$ cat src/tcb_pkg.sv
// Purpose: Shared constants and types for the 16-bit timer core.
// Assumes: APB3 slave with 32-bit data, one byte register per word.
// Notes: Byte registers sit in bits 7:0; upper bits read as zero.
package tcb_pkg;

    localparam int ADDR_W = 8;
    localparam int CNT_W = 16;
    localparam int BYTE_W = 8;
    localparam int PRESC_W = 10;

    // Byte addresses of the register locations
    localparam logic [ADDR_W-1:0] OFF_COUNT_LO = 8'h00;
    localparam logic [ADDR_W-1:0] OFF_COUNT_HI = 8'h04;
    localparam logic [ADDR_W-1:0] OFF_CMPA_LO = 8'h08;
    localparam logic [ADDR_W-1:0] OFF_CMPA_HI = 8'h0C;
    localparam logic [ADDR_W-1:0] OFF_CMPB_LO = 8'h10;
    localparam logic [ADDR_W-1:0] OFF_CMPB_HI = 8'h14;
    localparam logic [ADDR_W-1:0] OFF_CAPT_LO = 8'h18;
    localparam logic [ADDR_W-1:0] OFF_CAPT_HI = 8'h1C;
    localparam logic [ADDR_W-1:0] OFF_CTRL_A = 8'h20;
    localparam logic [ADDR_W-1:0] OFF_CTRL_B = 8'h24;
    localparam logic [ADDR_W-1:0] OFF_FLAG = 8'h28;
    localparam logic [ADDR_W-1:0] OFF_MASK = 8'h2C;
    localparam logic [ADDR_W-1:0] OFF_POWER = 8'h30;

    // Count limits
    localparam logic [CNT_W-1:0] CNT_BOTTOM = 16'h0000;
    localparam logic [CNT_W-1:0] CNT_MAX = 16'hFFFF;
    localparam logic [CNT_W-1:0] TOP_8BIT = 16'h00FF;
    localparam logic [CNT_W-1:0] TOP_9BIT = 16'h01FF;
    localparam logic [CNT_W-1:0] TOP_10BIT = 16'h03FF;

    // Flag and mask bit positions
    localparam int BIT_OVF = 0;
    localparam int BIT_MATCH_A = 1;
    localparam int BIT_MATCH_B = 2;
    localparam int BIT_CAPT = 3;
    localparam int N_FLAGS = 4;

    // Control A fields
    localparam int CA_MODE_LO = 0;
    localparam int CA_CAPT_SRC = 2;
    localparam int CA_OUT_B_EN = 4;
    localparam int CA_OUT_A_EN = 6;
    // Control B fields, then the power register bit
    localparam int CB_CS_LO = 0;
    localparam int CB_MODE_HI = 3;
    localparam int CB_EDGE_RISE = 6;
    localparam int CB_NOISE_CANCEL = 7;
    localparam int BIT_POWER_REDUCE = 0;

    localparam logic [BYTE_W-1:0] RESET_BYTE = 8'h00;
    localparam int FILTER_SAMPLES = 4;

    // Prescaler tap widths: /8, /64, /256, /1024
    localparam int DIV8_W = 3;
    localparam int DIV64_W = 6;
    localparam int DIV256_W = 8;
    localparam int DIV1024_W = 10;

    typedef enum logic [2:0] {
        CS_STOP = 3'b000,
        CS_DIV1 = 3'b001,
        CS_DIV8 = 3'b010,
        CS_DIV64 = 3'b011,
        CS_DIV256 = 3'b100,
        CS_DIV1024 = 3'b101,
        CS_EXT_FALL = 3'b110,
        CS_EXT_RISE = 3'b111
    } tcb_clk_sel_t;

    typedef enum logic [1:0] {
        TOP_FIXED = 2'b00,
        TOP_FROM_A = 2'b01,
        TOP_FROM_CAPT = 2'b10,
        TOP_FULL = 2'b11
    } tcb_top_src_t;

    typedef struct packed {
        logic source_comp;
        logic noise_cancel;
        logic rising;
        logic enable;
    } tcb_cap_cfg_t;

    typedef struct packed {
        tcb_top_src_t src;
        logic [CNT_W-1:0] fixed;
        logic pwm;
    } tcb_top_t;

endpackage : tcb_pkg

$ cat src/tcb_capture_edge.sv
// Purpose: Capture input conditioning: sync, optional filter, edge detect.
// Assumes: Both trigger inputs are asynchronous to pclk.
// Notes: Filter adds FILTER_SAMPLES+1 cycles of delay when enabled.
`timescale 1ns/1ps
module tcb_capture_edge (
    input wire logic pclk,
    input wire logic presetn,
    input wire logic capture_pin,
    input wire logic comparator_in,
    input wire tcb_pkg::tcb_cap_cfg_t cfg,
    output logic capture_evt
);
    logic [1:0] sync_pin;
    logic [1:0] sync_comp;
    logic [tcb_pkg::FILTER_SAMPLES-1:0] samples;
    logic filtered;
    logic level;
    logic level_d;
    logic src;

    always_ff @(posedge pclk or negedge presetn) begin
        if (!presetn) begin
            sync_pin <= 2'h0;
            sync_comp <= 2'h0;
        end else begin
            sync_pin <= {sync_pin[0], capture_pin};
            sync_comp <= {sync_comp[0], comparator_in};
        end
    end

    assign src = cfg.source_comp ? sync_comp[1] : sync_pin[1];

    // Filtered level moves only when all samples agree
    always_ff @(posedge pclk or negedge presetn) begin
        if (!presetn) begin
            samples <= '0;
            filtered <= 1'b0;
        end else begin
            samples <= {samples[tcb_pkg::FILTER_SAMPLES-2:0], src};
            if (&samples) begin
                filtered <= 1'b1;
            end else if (~|samples) begin
                filtered <= 1'b0;
            end
        end
    end

    assign level = cfg.noise_cancel ? filtered : src;

    always_ff @(posedge pclk or negedge presetn) begin
        if (!presetn) begin
            level_d <= 1'b0;
            capture_evt <= 1'b0;
        end else begin
            level_d <= level;
            capture_evt <= cfg.enable && (level != level_d)
                && (level == cfg.rising);
        end
    end

endmodule : tcb_capture_edge

$ cat src/tcb_timer16.sv
// Purpose: 16-bit timer core with byte-wide register access over APB.
// Assumes: One pclk domain; timer pins are asynchronous and synchronised.
// Notes: Up-counting only; detailed waveform modes live elsewhere.
//
// Implementation choices: the APB register port and the placing of the registers.
`timescale 1ns/1ps
module tcb_timer16 (
    input wire logic pclk,
    input wire logic presetn,
    input wire logic psel,
    input wire logic penable,
    input wire logic pwrite,
    input wire logic [tcb_pkg::ADDR_W-1:0] paddr,
    input wire logic [31:0] pwdata,
    output logic [31:0] prdata,
    output logic pready,
    output logic pslverr,
    input wire logic ext_clock_pin,
    input wire logic capture_pin,
    input wire logic comparator_in,
    output logic irq_req,
    output logic compare_a_out,
    output logic compare_b_out
);
    localparam int W = tcb_pkg::CNT_W;
    localparam int B = tcb_pkg::BYTE_W;

    logic [W-1:0] count_value;
    logic [W-1:0] compare_a_value;
    logic [W-1:0] compare_b_value;
    logic [W-1:0] compare_a_buf;
    logic [W-1:0] compare_b_buf;
    logic [W-1:0] capture_value;
    logic [B-1:0] hold;
    logic [B-1:0] control_a_reg;
    logic [B-1:0] control_b_reg;
    logic [tcb_pkg::N_FLAGS-1:0] irq_flag_reg;
    logic [tcb_pkg::N_FLAGS-1:0] irq_mask_reg;
    logic power_reduce_bit;
    logic [tcb_pkg::PRESC_W-1:0] presc;
    logic [2:0] ext_sync;
    logic timer_tick;
    logic capture_evt;
    logic wr_done;
    logic rd_take;
    logic [B-1:0] wbyte;
    logic [B-1:0] rbyte;
    logic mapped;
    logic [3:0] mode;
    tcb_pkg::tcb_top_t top_cfg;
    logic [W-1:0] top_value;
    logic at_top;
    logic match_a;
    logic match_b;
    tcb_pkg::tcb_clk_sel_t clock_select_field;
    tcb_pkg::tcb_cap_cfg_t cap_cfg;

    // Bus handshake: one wait state, write commits at the completing edge
    assign wr_done = psel && penable && pready && pwrite;
    assign rd_take = psel && penable && !pready && !pwrite;
    assign wbyte = pwdata[B-1:0];

    always_comb begin
        mapped = 1'b1;
        rbyte = tcb_pkg::RESET_BYTE;
        case (paddr)
            tcb_pkg::OFF_COUNT_LO: rbyte = count_value[B-1:0];
            tcb_pkg::OFF_COUNT_HI: rbyte = hold;
            tcb_pkg::OFF_CMPA_LO: rbyte = compare_a_buf[B-1:0];
            tcb_pkg::OFF_CMPA_HI: rbyte = compare_a_buf[W-1:B];
            tcb_pkg::OFF_CMPB_LO: rbyte = compare_b_buf[B-1:0];
            tcb_pkg::OFF_CMPB_HI: rbyte = compare_b_buf[W-1:B];
            tcb_pkg::OFF_CAPT_LO: rbyte = capture_value[B-1:0];
            tcb_pkg::OFF_CAPT_HI: rbyte = hold;
            tcb_pkg::OFF_CTRL_A: rbyte = control_a_reg;
            tcb_pkg::OFF_CTRL_B: rbyte = control_b_reg;
            tcb_pkg::OFF_FLAG: rbyte = {4'h0, irq_flag_reg};
            tcb_pkg::OFF_MASK: rbyte = {4'h0, irq_mask_reg};
            tcb_pkg::OFF_POWER: rbyte = {7'h00, power_reduce_bit};
            default: mapped = 1'b0;
        endcase
    end

    always_ff @(posedge pclk or negedge presetn) begin
        if (!presetn) begin
            pready <= 1'b0;
            prdata <= 32'h0000_0000;
            pslverr <= 1'b0;
        end else begin
            pready <= psel && penable && !pready;
            pslverr <= psel && penable && !pready && !mapped;
            if (rd_take) begin
                prdata <= {24'h00_0000, rbyte};
            end
        end
    end

    // Shared holding byte
    always_ff @(posedge pclk or negedge presetn) begin
        if (!presetn) begin
            hold <= tcb_pkg::RESET_BYTE;
        end else if (wr_done && (paddr == tcb_pkg::OFF_COUNT_HI
                || paddr == tcb_pkg::OFF_CMPA_HI
                || paddr == tcb_pkg::OFF_CMPB_HI
                || paddr == tcb_pkg::OFF_CAPT_HI)) begin
            hold <= wbyte;
        end else if (rd_take && paddr == tcb_pkg::OFF_COUNT_LO) begin
            hold <= count_value[W-1:B];
        end else if (rd_take && paddr == tcb_pkg::OFF_CAPT_LO) begin
            hold <= capture_value[W-1:B];
        end
    end

    // Byte control registers, mask and power bit
    always_ff @(posedge pclk or negedge presetn) begin
        if (!presetn) begin
            control_a_reg <= tcb_pkg::RESET_BYTE;
            control_b_reg <= tcb_pkg::RESET_BYTE;
            irq_mask_reg <= '0;
            power_reduce_bit <= 1'b0;
        end else if (wr_done) begin
            case (paddr)
                tcb_pkg::OFF_CTRL_A: control_a_reg <= wbyte;
                tcb_pkg::OFF_CTRL_B: control_b_reg <= wbyte;
                tcb_pkg::OFF_MASK:
                    irq_mask_reg <= wbyte[tcb_pkg::N_FLAGS-1:0];
                tcb_pkg::OFF_POWER:
                    power_reduce_bit <= wbyte[tcb_pkg::BIT_POWER_REDUCE];
                default: ;
            endcase
        end
    end

    assign mode = {control_b_reg[tcb_pkg::CB_MODE_HI +: 2],
        control_a_reg[tcb_pkg::CA_MODE_LO +: 2]};
    assign clock_select_field =
        tcb_pkg::tcb_clk_sel_t'(control_b_reg[tcb_pkg::CB_CS_LO +: 3]);

    // Mode to top-source decode
    always_comb begin
        top_cfg.pwm = 1'b1;
        top_cfg.fixed = tcb_pkg::CNT_MAX;
        top_cfg.src = tcb_pkg::TOP_FIXED;
        case (mode)
            4'h1, 4'h5: top_cfg.fixed = tcb_pkg::TOP_8BIT;
            4'h2, 4'h6: top_cfg.fixed = tcb_pkg::TOP_9BIT;
            4'h3, 4'h7: top_cfg.fixed = tcb_pkg::TOP_10BIT;
            4'h4: begin
                top_cfg.src = tcb_pkg::TOP_FROM_A;
                top_cfg.pwm = 1'b0;
            end
            4'h9, 4'hB, 4'hF: top_cfg.src = tcb_pkg::TOP_FROM_A;
            4'h8, 4'hA, 4'hE: top_cfg.src = tcb_pkg::TOP_FROM_CAPT;
            4'hC: begin
                top_cfg.src = tcb_pkg::TOP_FROM_CAPT;
                top_cfg.pwm = 1'b0;
            end
            default: begin
                top_cfg.src = tcb_pkg::TOP_FULL;
                top_cfg.pwm = 1'b0;
            end
        endcase
    end

    always_comb begin
        case (top_cfg.src)
            tcb_pkg::TOP_FROM_A: top_value = compare_a_value;
            tcb_pkg::TOP_FROM_CAPT: top_value = capture_value;
            tcb_pkg::TOP_FIXED: top_value = top_cfg.fixed;
            default: top_value = tcb_pkg::CNT_MAX;
        endcase
    end

    // Wrap at top, and always at max so a top below count cannot stall
    assign at_top = (count_value == top_value)
        || (count_value == tcb_pkg::CNT_MAX);

    // Clock select: prescaler taps or synchronised external edge
    always_ff @(posedge pclk or negedge presetn) begin
        if (!presetn) begin
            presc <= '0;
            ext_sync <= 3'h0;
        end else begin
            presc <= power_reduce_bit ? '0 : presc + 1'b1;
            ext_sync <= {ext_sync[1:0], ext_clock_pin};
        end
    end

    always_comb begin
        case (clock_select_field)
            tcb_pkg::CS_DIV1: timer_tick = 1'b1;
            tcb_pkg::CS_DIV8: timer_tick = &presc[tcb_pkg::DIV8_W-1:0];
            tcb_pkg::CS_DIV64: timer_tick = &presc[tcb_pkg::DIV64_W-1:0];
            tcb_pkg::CS_DIV256: timer_tick = &presc[tcb_pkg::DIV256_W-1:0];
            tcb_pkg::CS_DIV1024:
                timer_tick = &presc[tcb_pkg::DIV1024_W-1:0];
            tcb_pkg::CS_EXT_FALL: timer_tick = ext_sync[2] && !ext_sync[1];
            tcb_pkg::CS_EXT_RISE: timer_tick = !ext_sync[2] && ext_sync[1];
            default: timer_tick = 1'b0;
        endcase
        if (power_reduce_bit) begin
            timer_tick = 1'b0;
        end
    end

    // Counter
    always_ff @(posedge pclk or negedge presetn) begin
        if (!presetn) begin
            count_value <= tcb_pkg::CNT_BOTTOM;
        end else if (wr_done && paddr == tcb_pkg::OFF_COUNT_LO) begin
            count_value <= {hold, wbyte};
        end else if (timer_tick) begin
            count_value <= at_top ? tcb_pkg::CNT_BOTTOM
                : count_value + 1'b1;
        end
    end

    // Compare buffers; PWM modes move them to the active copy at bottom
    always_ff @(posedge pclk or negedge presetn) begin
        if (!presetn) begin
            compare_a_buf <= '0;
            compare_b_buf <= '0;
            compare_a_value <= '0;
            compare_b_value <= '0;
        end else begin
            if (wr_done && paddr == tcb_pkg::OFF_CMPA_LO) begin
                compare_a_buf <= {hold, wbyte};
            end
            if (wr_done && paddr == tcb_pkg::OFF_CMPB_LO) begin
                compare_b_buf <= {hold, wbyte};
            end
            if (!top_cfg.pwm
                    || count_value == tcb_pkg::CNT_BOTTOM) begin
                compare_a_value <= compare_a_buf;
                compare_b_value <= compare_b_buf;
            end
        end
    end

    assign match_a = timer_tick && (count_value == compare_a_value);
    assign match_b = timer_tick && (count_value == compare_b_value);

    assign cap_cfg.source_comp = control_a_reg[tcb_pkg::CA_CAPT_SRC];
    assign cap_cfg.noise_cancel = control_b_reg[tcb_pkg::CB_NOISE_CANCEL];
    assign cap_cfg.rising = control_b_reg[tcb_pkg::CB_EDGE_RISE];
    assign cap_cfg.enable = !power_reduce_bit
        && (top_cfg.src != tcb_pkg::TOP_FROM_CAPT);

    tcb_capture_edge u_capture (
        .pclk(pclk),
        .presetn(presetn),
        .capture_pin(capture_pin),
        .comparator_in(comparator_in),
        .cfg(cap_cfg),
        .capture_evt(capture_evt)
    );

    // Capture register; writable only while it serves as top
    always_ff @(posedge pclk or negedge presetn) begin
        if (!presetn) begin
            capture_value <= '0;
        end else if (capture_evt) begin
            capture_value <= count_value;
        end else if (wr_done && paddr == tcb_pkg::OFF_CAPT_LO
                && top_cfg.src == tcb_pkg::TOP_FROM_CAPT) begin
            capture_value <= {hold, wbyte};
        end
    end

    // Flags: write one to clear, a same-cycle event wins
    always_ff @(posedge pclk or negedge presetn) begin
        if (!presetn) begin
            irq_flag_reg <= '0;
        end else begin
            if (wr_done && paddr == tcb_pkg::OFF_FLAG) begin
                irq_flag_reg <= irq_flag_reg
                    & ~wbyte[tcb_pkg::N_FLAGS-1:0];
            end
            if (timer_tick && at_top) begin
                irq_flag_reg[tcb_pkg::BIT_OVF] <= 1'b1;
            end
            if (match_a) begin
                irq_flag_reg[tcb_pkg::BIT_MATCH_A] <= 1'b1;
            end
            if (match_b) begin
                irq_flag_reg[tcb_pkg::BIT_MATCH_B] <= 1'b1;
            end
            if (capture_evt) begin
                irq_flag_reg[tcb_pkg::BIT_CAPT] <= 1'b1;
            end
        end
    end

    // Request and compare outputs
    always_ff @(posedge pclk or negedge presetn) begin
        if (!presetn) begin
            irq_req <= 1'b0;
            compare_a_out <= 1'b0;
            compare_b_out <= 1'b0;
        end else begin
            irq_req <= |(irq_flag_reg & irq_mask_reg);
            if (top_cfg.pwm) begin
                compare_a_out <= control_a_reg[tcb_pkg::CA_OUT_A_EN]
                    && (top_cfg.src != tcb_pkg::TOP_FROM_A)
                    && (count_value < compare_a_value);
                compare_b_out <= control_a_reg[tcb_pkg::CA_OUT_B_EN]
                    && (count_value < compare_b_value);
            end else begin
                if (match_a && control_a_reg[tcb_pkg::CA_OUT_A_EN]) begin
                    compare_a_out <= !compare_a_out;
                end
                if (match_b && control_a_reg[tcb_pkg::CA_OUT_B_EN]) begin
                    compare_b_out <= !compare_b_out;
                end
            end
        end
    end

endmodule : tcb_timer16

$ cat config.mk
export PLATFORM = sky130hd
export DESIGN_NAME = tcb_timer16
export DESIGN_NICKNAME = d
export VERILOG_FILES = /design/src/tcb_pkg.sv /design/src/tcb_capture_edge.sv /design/src/tcb_timer16.sv
export SDC_FILE = /design/constraint.sdc
export NUM_CORES = 1
export LEC_CHECK = 0
export CORE_AREA = 2 2 139 141
export CTS_CLUSTER_SIZE = 40
export DETAILED_ROUTE_END_ITERATION = 10
export DIE_AREA = 0 0 141 143
export DONT_BUFFER_PORTS = 1
export PLACE_DENSITY = 0.61
export SLEW_MARGIN = 30
export SYNTH_ARGS = -nofsm -noshare
export SYNTH_HDL_FRONTEND = slang
export SYNTH_SLANG_ARGS = --single-unit
$ cat constraint.sdc
create_clock -name pclk -period 6.2 [get_ports pclk]
set_input_delay 0.62 -clock pclk [delete_from_list [all_inputs] [get_ports pclk]]
set_output_delay 0.62 -clock pclk [all_outputs]
set_load 0.01 [all_outputs]
==> impl_metrics.csv <==
group,metric,value,unit
outcome,status,"finished, final reports clean",
final_layout,ff_latch_area,4150,µm²
critical_path,reg2reg_from,"control_b_reg[4]",
final_layout,drive_above_1_share,12.6,%
final_layout,multiInputGateArea,4550,µm²
logic_synthesis,synth_simple_gate_area_share,14.9,%
logic_synthesis,post_synth_most_frequent_cells,"166 x dfrtp_1, 100 x nand2_1, 68 x o21ai_0",
final_layout,fillers,1670,
sta,rsz0062_at_grt,"no",
floorplan,fp-row-count,50,
global_routing,top_usage_layer,"met2",
global_routing,grt_util_met3,7.41,%
floorplan,fp.dieW,141,µm
clock_tree,htreeDepth,4,
critical_path,arrival,3.86,ns
sta,tns,0,ns
flow_run,maxCapViolations,0,
clock_tree,root_buffer,"clkbuf_16",
min_path,hold_path.class,"input pin to asynchronous set/reset pin",
logic_synthesis,yosysMostFrequentCell,"dfrtp_1",
global_routing,overflow,0,
logic_synthesis,muxShareOfSynthArea,10.5,%
clock_tree,clk_pin_slew,0.07,ns
logic_synthesis,ys_seq_elements,166,
critical_path,worst-r2r-cell-count,9,
critical_path,reg2reg_to,"count_value[8]",
logic_synthesis,yosys.area.top_type,"dfrtp_1",
final_layout,final_util,52.8,%
sta,clock_skew,0.0131,ns
routing,wl,27400,µm
critical_path,crit_chain,"nor2b_1 > nand2_1 > nand4_1 > xnor2_1 > nand4_1 > or4b_1 > nand3_4 > nor4_1 > a211o_1",
critical_path,crit_top_cell,"nand4_1",
sta,max_freq,282,MHz
routing,vias,7317,
sta,hold_viol_final,0,
global_routing,gr-usage-met1,38.2,%
sta,maxSlewViolCount,0,
sta,relSlewSlack,33.0,%
routing,drc,0,
power,power_frac_comb,24.1,%
floorplan,die_h,143,µm
floorplan,die-area,20200,µm²
clock_tree,cts_resized,0,
placement,io_buffers,0,
critical_path,reg2reg_slack,2.66,ns
logic_synthesis,synth_compound_area_share,16.2,%
logic_synthesis,synth-seq-area-share,45.4,%
logic_synthesis,synth_fa_ha_area_share,4.93,%
floorplan,pin_count,85,
logic_synthesis,synth_xor_area_share,2.11,%
sta,fin_crit_sh,57.2,%
power,p_per_area,318,nW/µm²
power,p_sw,1.06,mW
clock_tree,numCtsBuffers,17,
logic_synthesis,synth_top_area_share,45.4,%
clock_tree,insertion_delay,0.44,ns
power,swShare,33.9,%
routing,drtIter0Drc,772,
placement,gp_congestion,0.893,
logic_synthesis,synth_cell_type_count,73,
logic_synthesis,synth_flop_cell,"dfrtp_1",
logic_synthesis,syn_area,9140,µm²
final_layout,final_nets,995,
sta,finalSetupViolCount,0,
power,p_leak,4.34,nW
floorplan,core,18600,µm²
routing,first_pass_iters,7,
clock_tree,ctsHoldBuffers,1,
sta,worstMarginPinSlew,1.00,ns
power,clkPwrFrac,33.5,%
power,seqPwrFrac,42.5,%
clock_tree,clock-sinks,166,
logic_synthesis,synth_edf_count,0,
logic_synthesis,avgSynthCellArea,9.83,µm²
clock_tree,cts_tree,"yes",
global_routing,grt_max_degree,167,
critical_path,max_stage_delay,0.82,ns
global_routing,antenna_found_initial,0,
logic_synthesis,synth_top_family_by_area,"compound AO/OA/AOI/OAI gates",
final_layout,diodes,0,
floorplan,initial_core_util,49.2,%
power,p_int,2.06,mW
routing,avgRoutedWirePerCell,23.7,µm
critical_path,critPathKind,"flop to flop",
global_routing,grtUsageMet2,43.0,%
sta,period_minus_slack,3.54,ns
final_layout,areaGrowthSynthToFinish,7.34,%
global_routing,grt_pass1_vias,7011,
critical_path,start_kind,"flop",
power,ir_worst_vdd,201,µV
routing,ant_nets,0,
global_routing,grt_pass1_wl,42000,µm
logic_synthesis,synth_warnings,0,
critical_path,slowest_stage,"or4b_1",
logic_synthesis,synthArstFlopShare,100,%
clock_tree,postCtsSetupBuffers,0,
critical_path,worstSetupEndpointType,"flop",
clock_tree,clockBufferDepth,2,
global_routing,grt_usage,28.2,%
logic_synthesis,synth.area.top_cells,"dfrtp_1 45%, mux2_2 6.9%, ha_1 4.9%",
critical_path,critPathRequiredTime,6.52,ns
placement,dp_hpwl,18900,µm
routing,viasPerCell,6.32,
logic_synthesis,synthCells,930,
critical_path,crit_fanout,16,
-- worst max-delay path: cells and delay by family (launching register included) --
family                    cells  cell delay, ns
and+or+nand+nor               7            2.22
DFF                           1            0.74
AOI/OAI and AO/OA             1            0.29
xor gates and xnor gates      1            0.16
-- placed cells by master (no fill, tap or decap), types with 17 or more instances in the layout --
cell         n
ha_1        36
nand2_1     99
dfrtp_1    166
nand3_1     26
clkbuf_16   17
nor2_1      56
mux2_2      56
a22oi_1     25
mux2i_1     28
a21oi_1     42
o21ai_0     68
conb_1      24
inv_1       39
-- kinds of logic after synthesis --
| group | Yosys count |
|---|---|
| and+or+nand+nor | 280 |
| muxes | 86 |
| buffers and inverters | 111 |
| adders and majority gates | 36 |
| AOI/OAI and AO/OA | 228 |
| xor gates and xnor gates | 22 |
| other | 1 |
| DFF | 166 |
-- per-layer routing --
metal,vias up,part of all wire [%]
li1,3279,-
met1,3586,42
met2,390,44
met3,62,9.6
met4,0,4.0
met5,-,0
-- power by group through the flow --
stage	Sequential (mW)	Combinational [mW]	Clock (mW)
after floorplan	1.24	0.658	0
after global placement	1.34	0.705	0
after detailed placement	1.34	0.713	0
after CTS	1.32	0.742	1.06
after global routing	1.33	0.838	1.10
final	1.32	0.750	1.04
-- layout make-up --
cell class | instances | area share (%)
flip-flops and latches | 166 | 42.3
clock buffers | 19 | 4.41
clock inverters | 13 | 1.35
repair buffers | 10 | 0.969
well taps | 234 | 2.98
inverters | 40 | 1.53
multi-input cells | 676 | 46.4
-- through the flow --
step	setup WS, ns	hold slack [ns]	power [mW]	std cells	cell area, µm²
floorplan	3.67	0.324	1.90	953	9230
global placement	2.73	0.328	2.04	1125	9220
detailed placement	2.72	0.328	2.05	1125	9220
CTS	2.69	0.196	3.12	1158	9810
global route	2.54	0.188	3.27	1158	9810
finish	2.66	0.144	3.12	1158	9810
-- how the worst max path moves through the flow --
stage / from / endpoint / slack [ns] / cells past startpoint
3_5_place_dp: control_b_reg[4] / count_value[8] / 2.72 / 9
5_1_grt: control_b_reg[4] / count_value[8] / 2.54 / 9
4_1_cts: control_b_reg[4] / count_value[8] / 2.69 / 9
3_3_place_gp: control_b_reg[4] / count_value[8] / 2.73 / 9
2_1_floorplan: control_b_reg[3] / count_value[8] / 3.67 / 11
6_report: control_b_reg[4] / count_value[8] / 2.66 / 9
Power figures use the tool's default switching activity.
